File: src/include/cim_pkg.sv
// Purpose: Shared constants for the contact input function mapper
// Assumes: 125 MHz system clock, ten contact inputs, two control channels
// Notes: Register offsets are byte addresses on the plain register port
`default_nettype none
package cim_pkg;
  localparam int CIM_NUM_IN = 10;
  localparam int CIM_NUM_TSIG = 8;
  localparam int CIM_NUM_CH = 2;
  localparam int CIM_NUM_FN = 12;
  localparam int CIM_ADDR_W = 8;
  localparam int CIM_DATA_W = 32;
  localparam int CIM_FUNC_W = 4;
  localparam int CIM_SRC_W = 5;
  localparam int CIM_PRESET_W = 13;
  localparam int CIM_PTN_W = 5;

  // Timing
  localparam longint CIM_CLK_HZ = 125000000;
  localparam longint CIM_DEB_MS = 100;
  localparam longint CIM_PULSE_S = 1;
  localparam int CIM_DEB_CYC = int'((CIM_CLK_HZ * CIM_DEB_MS) / 1000);
  localparam int CIM_SEC_CYC = int'(CIM_CLK_HZ * CIM_PULSE_S);

  // Register offsets
  localparam logic [7:0] CIM_OFF_INPUTS = 8'h00;
  localparam logic [7:0] CIM_OFF_CTRL = 8'h04;
  localparam logic [7:0] CIM_OFF_TC_CFG = 8'h08;
  localparam logic [7:0] CIM_OFF_TC_PRESET = 8'h0c;
  localparam logic [7:0] CIM_OFF_STATE = 8'h10;
  localparam logic [7:0] CIM_OFF_FUNC_BASE = 8'h20;
  localparam logic [7:0] CIM_OFF_FUNC_LAST = 8'h44;

  // Field positions
  localparam int CIM_CTRL_XSEL_BIT = 0;
  localparam int CIM_TC_MODE_BIT = 8;
  localparam int CIM_FUNC_CH_LSB = 4;

  // Values and limits
  localparam logic [12:0] CIM_PRESET_OFF = 13'h0000;
  localparam logic [12:0] CIM_PRESET_MAX = 13'h1388;
  localparam logic [4:0] CIM_PTN_MAX = 5'h14;
  localparam logic [4:0] CIM_PTN_RESET = 5'h01;
  localparam logic [1:0] CIM_CH1_ONLY = 2'h1;
  localparam int CIM_IDX_PTN_A = 4;
  localparam int CIM_IDX_PTN_B = 7;

  // Timer/counter source codes
  localparam logic [4:0] CIM_SRC_NONE = 5'h00;
  localparam logic [4:0] CIM_SRC_TS1 = 5'h01;
  localparam logic [4:0] CIM_SRC_TS8 = 5'h08;
  localparam logic [4:0] CIM_SRC_TS1_C2 = 5'h09;
  localparam logic [4:0] CIM_SRC_TS8_C2 = 5'h10;
  localparam logic [4:0] CIM_SRC_IN1 = 5'h11;
  localparam logic [4:0] CIM_SRC_IN10 = 5'h1a;

  typedef enum logic [3:0] {
    CIM_FN_NONE = 4'h0,
    CIM_FN_RUN_RESET = 4'h1,
    CIM_FN_FORCE_RESET = 4'h2,
    CIM_FN_HOLD = 4'h3,
    CIM_FN_ADVANCE = 4'h4,
    CIM_FN_FIX = 4'h5,
    CIM_FN_MANUAL = 4'h6,
    CIM_FN_LOGIC = 4'h7,
    CIM_FN_PTN2 = 4'h8,
    CIM_FN_PTN3 = 4'h9,
    CIM_FN_PTN4 = 4'ha,
    CIM_FN_PTN5 = 4'hb
  } cim_func_e;

  typedef enum logic {
    CIM_TC_IDLE = 1'b0,
    CIM_TC_ARMED = 1'b1
  } cim_tc_state_e;
endpackage
`default_nettype wire

File: src/rtl/cim_contact_input_mapper.sv
// Purpose: Contact input filtering, function binding and timer/counter
// Assumes: Contact inputs made synchronous-safe via sync stages; time signals arrive already synchronous
// Notes: Registers on a plain port, read data valid one cycle after strobe
//
// Chosen here: the address map and the plain strobed port.
`timescale 1ns/1ps
`default_nettype none

// Behaviour
// Timer/counter source: none, eight time signals, channel-2 time signals, inputs.
// Source none keeps timer/counter idle regardless of inputs.
// Timer mode: output after input occurs and preset seconds elapse.
// Counter mode: output when counted activations reach preset count.
// Timer/counter independent of control state; one-second output pulse.
// Preset time or count off or 1 to 5000; default off.
// Input 1 fixed to channel-1 run/reset; inputs 2 to 10 assignable.
// Every input state readable whether or not assigned.
// Each function may target channel 1, channel 2 or both.
// 2/3-bit pattern only on inputs 5, 8; 4/5-bit only on 5.
// Run/reset is edge detected, unblocked, activation enters run.
// Forced reset is a level; holds reset while on.
// Hold is a level; suspends control while on, resumes when off.
// Advance is edge detected; ignored while hold active.
// Manual is a level selecting manual output; ignored during autotune.
// Fixed mode and logic input are levels; logic has no channel.
// Pattern selects are levels; ignored while fixed mode active.
// Edge functions toggle: rising edge starts, next rising edge cancels; advance here is a one-cycle pulse per rising edge.
// A level is accepted only after 0.1 s stable.
// Panel setting of a function bound to an input is refused.
// Same function on several inputs per channel: lowest input wins.
// Multi-terminal pattern assignment clears functions on consumed inputs.
// Unassigning keeps a running action, except logic input stops.
// Pattern weights inputs 5..9 as 1..16; needs external select.
// Decoded pattern zero becomes start pattern 1.
// Each input passes a two-stage synchroniser before filtering.
module cim_contact_input_mapper #(
  parameter int DEB_CYCLES = cim_pkg::CIM_DEB_CYC,
  parameter int SEC_CYCLES = cim_pkg::CIM_SEC_CYC
) (
  input wire logic clock,
  input wire logic rst_b,
  input wire logic [cim_pkg::CIM_NUM_IN-1:0] contact_input,
  input wire logic [cim_pkg::CIM_NUM_TSIG-1:0] time_signal,
  input wire logic [cim_pkg::CIM_NUM_TSIG-1:0] time_signal_ch2,
  input wire logic [cim_pkg::CIM_NUM_CH-1:0] autotune_active,
  input wire logic [cim_pkg::CIM_ADDR_W-1:0] reg_addr,
  input wire logic [cim_pkg::CIM_DATA_W-1:0] reg_wdata,
  input wire logic reg_write,
  input wire logic reg_read,
  output logic [cim_pkg::CIM_DATA_W-1:0] reg_rdata,
  input wire logic panel_set_valid,
  input wire logic [cim_pkg::CIM_FUNC_W-1:0] panel_set_func,
  input wire logic [cim_pkg::CIM_NUM_CH-1:0] panel_set_ch,
  output logic panel_accept,
  output logic panel_reject,
  output logic [cim_pkg::CIM_NUM_CH-1:0] run_active,
  output logic [cim_pkg::CIM_NUM_CH-1:0] force_reset,
  output logic [cim_pkg::CIM_NUM_CH-1:0] hold_control,
  output logic [cim_pkg::CIM_NUM_CH-1:0] program_advance,
  output logic [cim_pkg::CIM_NUM_CH-1:0] fixed_value_mode,
  output logic [cim_pkg::CIM_NUM_CH-1:0] manual_output,
  output logic [cim_pkg::CIM_NUM_IN-1:0] logic_input,
  output logic [cim_pkg::CIM_PTN_W-1:0] start_pattern_ch1,
  output logic [cim_pkg::CIM_PTN_W-1:0] start_pattern_ch2,
  output logic tc_output
);
  import cim_pkg::*;

  localparam int N = CIM_NUM_IN;
  localparam int NC = CIM_NUM_CH;
  localparam int DEB_W = $clog2(DEB_CYCLES + 1);
  localparam int SEC_W = $clog2(SEC_CYCLES + 1);
  localparam logic [DEB_W-1:0] DEB_LAST = DEB_W'(DEB_CYCLES - 1);
  localparam logic [SEC_W-1:0] SEC_LAST = SEC_W'(SEC_CYCLES - 1);

  if (DEB_CYCLES < 1 || SEC_CYCLES < 16) begin : g_bad_param
    $error("cim: filter or pulse cycle count too small");
  end

  function automatic logic is_ptn(input cim_func_e f);
    return f inside {CIM_FN_PTN2, CIM_FN_PTN3, CIM_FN_PTN4, CIM_FN_PTN5};
  endfunction

  function automatic logic [2:0] ptn_width(input cim_func_e f);
    case (f)
      CIM_FN_PTN2: ptn_width = 3'h2;
      CIM_FN_PTN3: ptn_width = 3'h3;
      CIM_FN_PTN4: ptn_width = 3'h4;
      CIM_FN_PTN5: ptn_width = 3'h5;
      default: ptn_width = 3'h0;
    endcase
  endfunction

  // Pattern selects are legal only on the two base inputs
  function automatic logic ptn_ok(input int idx, input cim_func_e f);
    if (f == CIM_FN_PTN2 || f == CIM_FN_PTN3) begin
      return idx == CIM_IDX_PTN_A || idx == CIM_IDX_PTN_B;
    end
    if (f == CIM_FN_PTN4 || f == CIM_FN_PTN5) begin
      return idx == CIM_IDX_PTN_A;
    end
    return 1'b1;
  endfunction

  // Input filtering
  logic [N-1:0] sync1_q, sync2_q, deb_q, deb_prev_q, rise_c;
  logic [DEB_W-1:0] deb_cnt_q [N];

  always_ff @(posedge clock) begin
    if (!rst_b) begin
      sync1_q <= '0;
      sync2_q <= '0;
    end else begin
      sync1_q <= contact_input;
      sync2_q <= sync1_q;
    end
  end

  always_ff @(posedge clock) begin
    if (!rst_b) begin
      deb_q <= '0;
      deb_prev_q <= '0;
      for (int i = 0; i < N; i++) begin
        deb_cnt_q[i] <= '0;
      end
    end else begin
      deb_prev_q <= deb_q;
      for (int i = 0; i < N; i++) begin
        if (sync2_q[i] == deb_q[i]) begin
          deb_cnt_q[i] <= '0;
        end else if (deb_cnt_q[i] == DEB_LAST) begin
          deb_q[i] <= sync2_q[i];
          deb_cnt_q[i] <= '0;
        end else begin
          deb_cnt_q[i] <= deb_cnt_q[i] + 1'b1;
        end
      end
    end
  end

  assign rise_c = deb_q & ~deb_prev_q;

  // Function binding table
  cim_func_e func_q [N];
  logic [NC-1:0] chm_q [N];
  logic [CIM_ADDR_W-1:0] rel_c;
  logic [3:0] idx_c;
  logic func_hit_c, wr_func_ok_c;
  cim_func_e wr_fn_c;

  assign rel_c = reg_addr - CIM_OFF_FUNC_BASE;
  assign idx_c = rel_c[5:2];
  assign func_hit_c = reg_addr >= CIM_OFF_FUNC_BASE &&
                      reg_addr <= CIM_OFF_FUNC_LAST && reg_addr[1:0] == 2'h0;
  assign wr_fn_c = cim_func_e'(reg_wdata[CIM_FUNC_W-1:0]);
  assign wr_func_ok_c = reg_write && func_hit_c && idx_c != 4'h0 &&
                        wr_fn_c <= CIM_FN_PTN5 &&
                        ptn_ok(int'(idx_c), wr_fn_c);

  always_ff @(posedge clock) begin
    if (!rst_b) begin
      for (int i = 0; i < N; i++) begin
        func_q[i] <= CIM_FN_NONE;
        chm_q[i] <= '0;
      end
      func_q[0] <= CIM_FN_RUN_RESET;
      chm_q[0] <= CIM_CH1_ONLY;
    end else if (wr_func_ok_c) begin
      func_q[idx_c] <= wr_fn_c;
      // Logic input carries no channel
      chm_q[idx_c] <= (wr_fn_c == CIM_FN_LOGIC) ? '0 :
        reg_wdata[CIM_FUNC_CH_LSB +: NC];
      for (int i = 1; i < N; i++) begin
        if (i > int'(idx_c) && i < int'(idx_c) + int'(ptn_width(wr_fn_c)))
        begin
          func_q[i] <= CIM_FN_NONE;
          chm_q[i] <= '0;
        end
      end
    end
  end

  // Lowest-numbered input bound to each function per channel
  logic [NC-1:0][CIM_NUM_FN-1:0] win_hit_c, win_lvl_c, win_rise_c;

  always_comb begin
    win_hit_c = '0;
    win_lvl_c = '0;
    win_rise_c = '0;
    for (int c = 0; c < NC; c++) begin
      for (int f = 0; f < CIM_NUM_FN; f++) begin
        for (int i = 0; i < N; i++) begin
          if (!win_hit_c[c][f] && int'(func_q[i]) == f && chm_q[i][c]) begin
            win_hit_c[c][f] = 1'b1;
            win_lvl_c[c][f] = deb_q[i];
            win_rise_c[c][f] = rise_c[i];
          end
        end
      end
    end
  end

  // Channel control actions
  logic [NC-1:0] run_q, force_q, hold_q, advance_q, fix_q, manual_q;

  always_ff @(posedge clock) begin
    if (!rst_b) begin
      run_q <= '0;
      force_q <= '0;
      hold_q <= '0;
      advance_q <= '0;
      fix_q <= '0;
      manual_q <= '0;
    end else begin
      for (int c = 0; c < NC; c++) begin
        // Level registers keep their value once unbound
        if (win_hit_c[c][CIM_FN_FORCE_RESET]) begin
          force_q[c] <= win_lvl_c[c][CIM_FN_FORCE_RESET];
        end
        if (win_hit_c[c][CIM_FN_HOLD]) begin
          hold_q[c] <= win_lvl_c[c][CIM_FN_HOLD];
        end
        if (win_hit_c[c][CIM_FN_FIX]) begin
          fix_q[c] <= win_lvl_c[c][CIM_FN_FIX];
        end
        if (win_hit_c[c][CIM_FN_MANUAL] && !autotune_active[c]) begin
          manual_q[c] <= win_lvl_c[c][CIM_FN_MANUAL];
        end
        advance_q[c] <= win_rise_c[c][CIM_FN_ADVANCE] && !hold_q[c];
        if (force_q[c]) begin
          run_q[c] <= 1'b0;
        end else if (win_rise_c[c][CIM_FN_RUN_RESET]) begin
          run_q[c] <= ~run_q[c];
        end
      end
    end
  end

  // Logic input follows its terminal only while bound
  logic [N-1:0] logic_q;

  always_ff @(posedge clock) begin
    if (!rst_b) begin
      logic_q <= '0;
    end else begin
      for (int i = 0; i < N; i++) begin
        logic_q[i] <= deb_q[i] && func_q[i] == CIM_FN_LOGIC;
      end
    end
  end

  // Start pattern selection
  logic xsel_q;
  logic [NC-1:0] ptn_hit_c;
  logic [NC-1:0][CIM_PTN_W-1:0] ptn_raw_c;
  logic [NC-1:0][CIM_PTN_W-1:0] ptn_q;

  always_comb begin
    int base;
    cim_func_e fn;
    base = 0;
    fn = CIM_FN_NONE;
    ptn_hit_c = '0;
    ptn_raw_c = '0;
    for (int c = 0; c < NC; c++) begin
      fn = CIM_FN_NONE;
      base = 0;
      if (is_ptn(func_q[CIM_IDX_PTN_A]) && chm_q[CIM_IDX_PTN_A][c]) begin
        fn = func_q[CIM_IDX_PTN_A];
        base = CIM_IDX_PTN_A;
      end else if (is_ptn(func_q[CIM_IDX_PTN_B]) &&
                   chm_q[CIM_IDX_PTN_B][c]) begin
        fn = func_q[CIM_IDX_PTN_B];
        base = CIM_IDX_PTN_B;
      end
      ptn_hit_c[c] = fn != CIM_FN_NONE;
      for (int k = 0; k < CIM_PTN_W; k++) begin
        if (k < int'(ptn_width(fn)) && base + k < N) begin
          ptn_raw_c[c][k] = deb_q[base + k];
        end
      end
    end
  end

  always_ff @(posedge clock) begin
    if (!rst_b) begin
      ptn_q <= {NC{CIM_PTN_RESET}};
    end else begin
      for (int c = 0; c < NC; c++) begin
        if (xsel_q && !fix_q[c] && ptn_hit_c[c]) begin
          if (ptn_raw_c[c] == '0) begin
            ptn_q[c] <= CIM_PTN_RESET;
          end else if (ptn_raw_c[c] > CIM_PTN_MAX) begin
            ptn_q[c] <= CIM_PTN_MAX;
          end else begin
            ptn_q[c] <= ptn_raw_c[c];
          end
        end
      end
    end
  end

  // Timer/counter
  logic [CIM_SRC_W-1:0] tc_src_q;
  logic tc_mode_q;
  logic [CIM_PRESET_W-1:0] tc_preset_q, tc_elapsed_q, tc_count_q;
  logic [SEC_W-1:0] sec_cnt_q, pulse_cnt_q;
  logic sec_tick_q, src_lvl_c, src_prev_q, src_rise_c, tc_fire_q, tc_out_q;
  logic tc_off_c;
  cim_tc_state_e tc_state_q;

  always_comb begin
    src_lvl_c = 1'b0;
    if (tc_src_q >= CIM_SRC_TS1 && tc_src_q <= CIM_SRC_TS8) begin
      src_lvl_c = time_signal[3'(tc_src_q - CIM_SRC_TS1)];
    end else if (tc_src_q >= CIM_SRC_TS1_C2 && tc_src_q <= CIM_SRC_TS8_C2)
    begin
      src_lvl_c = time_signal_ch2[3'(tc_src_q - CIM_SRC_TS1_C2)];
    end else if (tc_src_q >= CIM_SRC_IN1 && tc_src_q <= CIM_SRC_IN10) begin
      src_lvl_c = deb_q[4'(tc_src_q - CIM_SRC_IN1)];
    end
  end

  assign src_rise_c = src_lvl_c && !src_prev_q;
  assign tc_off_c = tc_src_q == CIM_SRC_NONE || tc_preset_q == CIM_PRESET_OFF;

  // One-second tick, free running
  always_ff @(posedge clock) begin
    if (!rst_b) begin
      sec_cnt_q <= '0;
      sec_tick_q <= 1'b0;
    end else begin
      sec_tick_q <= sec_cnt_q == SEC_LAST;
      sec_cnt_q <= (sec_cnt_q == SEC_LAST) ? '0 : sec_cnt_q + 1'b1;
    end
  end

  always_ff @(posedge clock) begin
    if (!rst_b) begin
      src_prev_q <= 1'b0;
      tc_state_q <= CIM_TC_IDLE;
      tc_elapsed_q <= '0;
      tc_count_q <= '0;
      tc_fire_q <= 1'b0;
    end else begin
      src_prev_q <= src_lvl_c;
      tc_fire_q <= 1'b0;
      if (tc_off_c) begin
        tc_state_q <= CIM_TC_IDLE;
        tc_elapsed_q <= '0;
        tc_count_q <= '0;
      end else if (!tc_mode_q) begin
        case (tc_state_q)
          CIM_TC_IDLE: begin
            if (src_rise_c) begin
              tc_state_q <= CIM_TC_ARMED;
              tc_elapsed_q <= '0;
            end
          end
          CIM_TC_ARMED: begin
            if (sec_tick_q) begin
              if (tc_elapsed_q + 1'b1 >= tc_preset_q) begin
                tc_fire_q <= 1'b1;
                tc_state_q <= CIM_TC_IDLE;
              end else begin
                tc_elapsed_q <= tc_elapsed_q + 1'b1;
              end
            end
          end
          default: tc_state_q <= CIM_TC_IDLE;
        endcase
      end else if (src_rise_c) begin
        if (tc_count_q + 1'b1 >= tc_preset_q) begin
          tc_fire_q <= 1'b1;
          tc_count_q <= '0;
        end else begin
          tc_count_q <= tc_count_q + 1'b1;
        end
      end
    end
  end

  always_ff @(posedge clock) begin
    if (!rst_b) begin
      tc_out_q <= 1'b0;
      pulse_cnt_q <= '0;
    end else if (tc_src_q == CIM_SRC_NONE) begin
      tc_out_q <= 1'b0;
      pulse_cnt_q <= '0;
    end else if (tc_fire_q) begin
      tc_out_q <= 1'b1;
      pulse_cnt_q <= SEC_LAST;
    end else if (pulse_cnt_q != '0) begin
      pulse_cnt_q <= pulse_cnt_q - 1'b1;
    end else begin
      tc_out_q <= 1'b0;
    end
  end

  // Front panel requests
  logic panel_bound_c, panel_acc_q, panel_rej_q;

  always_comb begin
    panel_bound_c = 1'b0;
    if (panel_set_func == CIM_FN_LOGIC) begin
      for (int i = 0; i < N; i++) begin
        panel_bound_c = panel_bound_c || func_q[i] == CIM_FN_LOGIC;
      end
    end else if (int'(panel_set_func) < CIM_NUM_FN) begin
      for (int c = 0; c < NC; c++) begin
        panel_bound_c = panel_bound_c ||
          (panel_set_ch[c] && win_hit_c[c][panel_set_func]);
      end
    end
  end

  always_ff @(posedge clock) begin
    if (!rst_b) begin
      panel_acc_q <= 1'b0;
      panel_rej_q <= 1'b0;
    end else begin
      panel_acc_q <= panel_set_valid && !panel_bound_c;
      panel_rej_q <= panel_set_valid && panel_bound_c;
    end
  end

  // Register writes
  always_ff @(posedge clock) begin
    if (!rst_b) begin
      xsel_q <= 1'b0;
      tc_src_q <= CIM_SRC_NONE;
      tc_mode_q <= 1'b0;
      tc_preset_q <= CIM_PRESET_OFF;
    end else if (reg_write) begin
      if (reg_addr == CIM_OFF_CTRL) begin
        xsel_q <= reg_wdata[CIM_CTRL_XSEL_BIT];
      end
      if (reg_addr == CIM_OFF_TC_CFG &&
          reg_wdata[CIM_SRC_W-1:0] <= CIM_SRC_IN10) begin
        tc_src_q <= reg_wdata[CIM_SRC_W-1:0];
        tc_mode_q <= reg_wdata[CIM_TC_MODE_BIT];
      end
      if (reg_addr == CIM_OFF_TC_PRESET &&
          reg_wdata[CIM_DATA_W-1:0] <= 32'(CIM_PRESET_MAX)) begin
        tc_preset_q <= reg_wdata[CIM_PRESET_W-1:0];
      end
    end
  end

  // Register reads, data valid only the cycle after the strobe
  logic [CIM_DATA_W-1:0] rdata_q;

  always_ff @(posedge clock) begin
    if (!rst_b || !reg_read) begin
      rdata_q <= '0;
    end else if (reg_addr == CIM_OFF_INPUTS) begin
      rdata_q <= 32'(deb_q);
    end else if (reg_addr == CIM_OFF_CTRL) begin
      rdata_q <= 32'(xsel_q);
    end else if (reg_addr == CIM_OFF_TC_CFG) begin
      rdata_q <= 32'({tc_mode_q, 3'h0, tc_src_q});
    end else if (reg_addr == CIM_OFF_TC_PRESET) begin
      rdata_q <= 32'(tc_preset_q);
    end else if (reg_addr == CIM_OFF_STATE) begin
      rdata_q <= 32'({tc_out_q, manual_q, fix_q, hold_q, force_q, run_q});
    end else if (func_hit_c) begin
      rdata_q <= 32'({chm_q[idx_c], func_q[idx_c]});
    end else begin
      rdata_q <= '0;
    end
  end

  assign reg_rdata = rdata_q;
  assign panel_accept = panel_acc_q;
  assign panel_reject = panel_rej_q;
  assign run_active = run_q;
  assign force_reset = force_q;
  assign hold_control = hold_q;
  assign program_advance = advance_q;
  assign fixed_value_mode = fix_q;
  assign manual_output = manual_q;
  assign logic_input = logic_q;
  assign start_pattern_ch1 = ptn_q[0];
  assign start_pattern_ch2 = ptn_q[1];
  assign tc_output = tc_out_q;
endmodule
`default_nettype wire

File: config.mk
export PLATFORM = sky130hd
export DESIGN_NAME = cim_contact_input_mapper
export DESIGN_NICKNAME = d
export VERILOG_FILES = /design/src/include/cim_pkg.sv /design/src/rtl/cim_contact_input_mapper.sv
export SDC_FILE = /design/constraint.sdc
export NUM_CORES = 1
export LEC_CHECK = 0
export BUFFER_PORTS_ARGS = -buffer_cell sky130_fd_sc_hd__buf_2
export CORE_MARGIN = 3
export CORE_UTILIZATION = 35
export DETAILED_ROUTE_END_ITERATION = 10
export PLACE_DENSITY_LB_ADDON = 0.08
export SLEW_MARGIN = 0
export SYNTH_ARGS = -nofsm -noshare
export SYNTH_HDL_FRONTEND = slang
export SYNTH_SLANG_ARGS = --single-unit
File: constraint.sdc
create_clock -name clock -period 3.9 [get_ports clock]
set_clock_uncertainty 0.1 [all_clocks]
set_input_delay 0.195 -clock clock [delete_from_list [all_inputs] [get_ports clock]]
set_output_delay 0.195 -clock clock [all_outputs]
set_load 0.03 [all_outputs]
==> flow_summary_export.csv <==
group,metric,value,unit
timing,maxSlewHeadroom,0.386,
placed_design,place_hpwl,73500,µm
power_and_ir_drop,vdd_drop_max,0.287,mV
critical_path,slowest_stage,"dfxtp_1",
timing,min_period,3550,ps
critical_path,start_kind,"flip-flop",
power_and_ir_drop,p_leak,12.9,nW
critical_path,cp-end-kind,"flip-flop",
power_and_ir_drop,p_clk_frac,0.433,
clocking,clk_pin_slew,60,ps
power_and_ir_drop,combPwrFrac,0.084,
grt,grt_pass1_wl,147000,µm
clocking,tritoncts,"done",
timing,hold_violations,0,
grt,antenna_found_initial,4,
grt,grt.total_usage,0.218,
floorplanning,rows,105,
route,drc,0,
clocking,htreeDepth,2,
synth,synth.distinct_cells,101,
floorplanning,core_area,82500,µm²
finish,final_common_cell,"nor2_1",
clocking,postCtsSetupRepairBufs,0,
timing,period_share,0.912,
timing,rsz0062_at_grt,"false",
timing,worst_pin_slew,917,ps
power_and_ir_drop,power_density,366,nW/µm²
power_and_ir_drop,p_seq_frac,0.483,
synth,async_flop_share,0,
critical_path,startpoint,"tc_count_q[0]$_SDFFE_PP0P_",
critical_path,r2r_setup_slack,350,ps
critical_path,worstSetupEndpoint,"tc_count_q[7]$_SDFFE_PP0P_",
critical_path,slowest_delay,400,ps
synth,synth-main-ff-cell,"edfxtp_1",
finish,syn2layout_area_growth,17.9,%
critical_path,path_class,"reg -> reg",
route,viasPerCell,5.32,
route,num_vias,25000,
grt,first_global_vias,24200,
finish,final_cell_mix,"552 x nor2_1, 316 x edfxtp_1, 288 x conb_1",
synth,synthCells,3140,
timing,timing.fmax,281,MHz
clocking,cts_root_buffer,"clkbuf_16",
power_and_ir_drop,switching_share,0.251,
clocking,cts.path.max_buffers,3,
placed_design,postPlaceCellArea,32300,µm²
clocking,cts_buffers,59,
synth,syn_area_per_cell,9.34,µm²
critical_path,cp.arrival,3940,ps
job,drv_cap,0,
route,wl_per_cell,20.6,µm
critical_path,reg2reg_depth,15,
hold_path,hold_class,"in -> reg",
floorplanning,die_w,295,µm
critical_path,r2r-end,"tc_count_q[7]$_SDFFE_PP0P_",
clocking,cts_sinks,508,
route,ant_nets,0,
timing,maxSlewViolCount,0,
grt,grt_max_degree,38,
finish,final_nets,3700,
synth,seq_area_frac_synth,0.455,
floorplanning,start_util,0.356,
synth,synth_edf_count,316,
critical_path,path_cells,"ha_1, nand3_1, nor2_2, and3_1, nand3_1, xnor2_1, ha_1, nand4_1, or3_1, o221ai_1, a21o_1, a21oi_1, buf_4, a21oi_1, o22ai_1",
power_and_ir_drop,internal_power,9.48,mW
critical_path,timing.rr.start,"tc_count_q[0]$_SDFFE_PP0P_",
synth,yosys_register_bits,508,
grt,gr-total-overflow,0,
floorplanning,io_pins,146,
timing,setup_viol,0,
floorplanning,dieHeight,295,µm
route,first_pass_iters,6,
floorplanning,die-area,87300,µm²
timing,setup_tns,0,ps
finish,layout-drive-gt1-share,0.114,
route,drt-initial-drc-count,1812,
placed_design,routabilityCongestion,0.961,
clocking,clk_latency,630,ps
power_and_ir_drop,p_switching,3.18,mW
finish,fin_area,34600,µm²
critical_path,path_max_fanout,11,
synth,syn_area,29300,µm²
critical_path,crit_required,4280,ps
synth,ys_warn_count,0,
route,wl,96800,µm
status,status,"finished, final reports clean",
placed_design,port_buffers,126,
state kept, by name (all words and copies together) (netlist names), 10 cells and up:
signal	flops
tc_elapsed_q	13
logic_input	10
sync2_q	10
deb_cnt_q	240
pulse_cnt_q	27
reg_rdata	13
func_q	52
chm_q	24
deb_q	10
deb_prev_q	10
tc_preset_q	13
sec_cnt_q	27
tc_count_q	13
sync1_q	10
power by group through the flow:
stage | combinational (mW) | sequential (mW) | clock, mW
floorplan | 0.642 | 6.14 | 0
global placement | 1.01 | 6.21 | 0
detailed placement | 1.01 | 6.22 | 0
CTS | 1.04 | 6.11 | 5.68
global route | 1.15 | 6.13 | 5.90
finish | 1.07 | 6.11 | 5.48
routing by layer:
| layer | track usage | up-vias | wire length, µm |
|---|---|---|---|
| met5 | 0 | - | 0 |
| li1 | - | 11900 | - |
| met3 | 0.0331 | 188 | 6030 |
| met4 | 0.0813 | 0 | 3590 |
| met1 | 0.306 | 12100 | 44400 |
| met2 | 0.339 | 789 | 42700 |
kinds of logic after synthesis:
family                     count (synthesis)  share of synthesized area
and+or+nand+nor                         1550                      0.266
DFF                                      508                      0.455
AOI/OAI and AO/OA                        401                     0.0923
xor gates and xnor gates                 289                     0.0863
buffers and inverters                    246                     0.0357
muxes                                     97                     0.0442
adders and majority gates                 47                     0.0203
other                                      2                   0.000256
worst min-delay path by stage:
stage                      start                  endpoint  slack, ps  depth (start not counted)
3_3_place_gp    contact_input[0]     sync1_q[0]$_SDFF_PN0_        310                          2
3_5_place_dp    contact_input[0]     sync1_q[0]$_SDFF_PN0_        320                          2
4_1_cts              reg_addr[3]  reg_rdata[12]$_SDFF_PP0_         70                          4
2_1_floorplan       reg_wdata[0]   func_q[10][0]$_DFFE_PP_        190                          0
5_1_grt        panel_set_func[3]   panel_reject$_SDFF_PN0_        100                          3
6_report             reg_addr[3]  reg_rdata[12]$_SDFF_PP0_        110                          4
per-stage QoR:
step           power, mW   util  setup WS [ps]  instances  hold WS, ps
2_1_floorplan       6.78      -            652       3426          194
3_3_place_gp        7.22  0.392            255       4551          312
3_5_place_dp        7.23  0.392            235       4551          323
4_1_cts             12.8  0.419            199       4693         73.9
5_1_grt             13.2  0.419           17.2       4693         97.7
6_report            12.7  0.419            345       4694          106
worst max-delay path: cells and delay by family (launching register included):
kind            cells  cell delay (ps)
buf+inv             1              180
simple gates        6             1290
flops               1              400
compound gates      5              730
fa+ha+maj           2              560
xor+xnor            1              160
Yosys cell counts (11+ instances only):
master,number,area [µm²]
or2_2,14,87.6
or3_1,56,350
xnor2_1,120,1050
o22ai_1,59,369
nand4_1,70,438
nand3_1,168,841
mux2i_1,56,561
ha_1,46,576
dfxtp_1,192,3840
buf_2,25,125
xor2_1,169,1480
or3b_2,16,140
nor2b_1,21,131
nor4b_1,14,123
or4_1,13,97.6
nor4_1,34,213
mux4_2,23,518
and4_1,18,158
nand4b_1,11,96.3
and2_1,43,269
a31oi_1,12,75.1
a21oi_1,89,445
o21a_1,17,128
and3_1,82,513
nand2_1,221,830
inv_1,84,315
and3b_1,11,96.3
nor3_1,84,420
clkbuf_1,106,398
o21ai_0,69,345
o211ai_1,11,82.6
a211oi_1,20,150
edfxtp_1,316,9490
nand3b_1,25,188
mux2_2,16,180
buf_4,22,165
nor2_1,553,2080
nand2b_1,51,319
layout make-up:
class | count | area [µm²]
fill | 8299 | 47900
multi-input combinational | 2672 | 16000
clock inverter | 25 | 201
sequential | 508 | 13300
clock buffer | 85 | 1730
antenna | 1 | 2.50
inverter | 84 | 315
tap | 1070 | 1340
timing repair buffer | 249 | 1630
what timing repair did:
| action | CTS | global route |
|---|---|---|
| hold buffers | 32 | 0 |
| gates resized for setup | 0 | 3 |
| endpoints found under the hold margin | 41 | 0 |
| setup endpoints to repair | 0 | 14 |
Note: power is estimated with default switching activity, not from simulation.
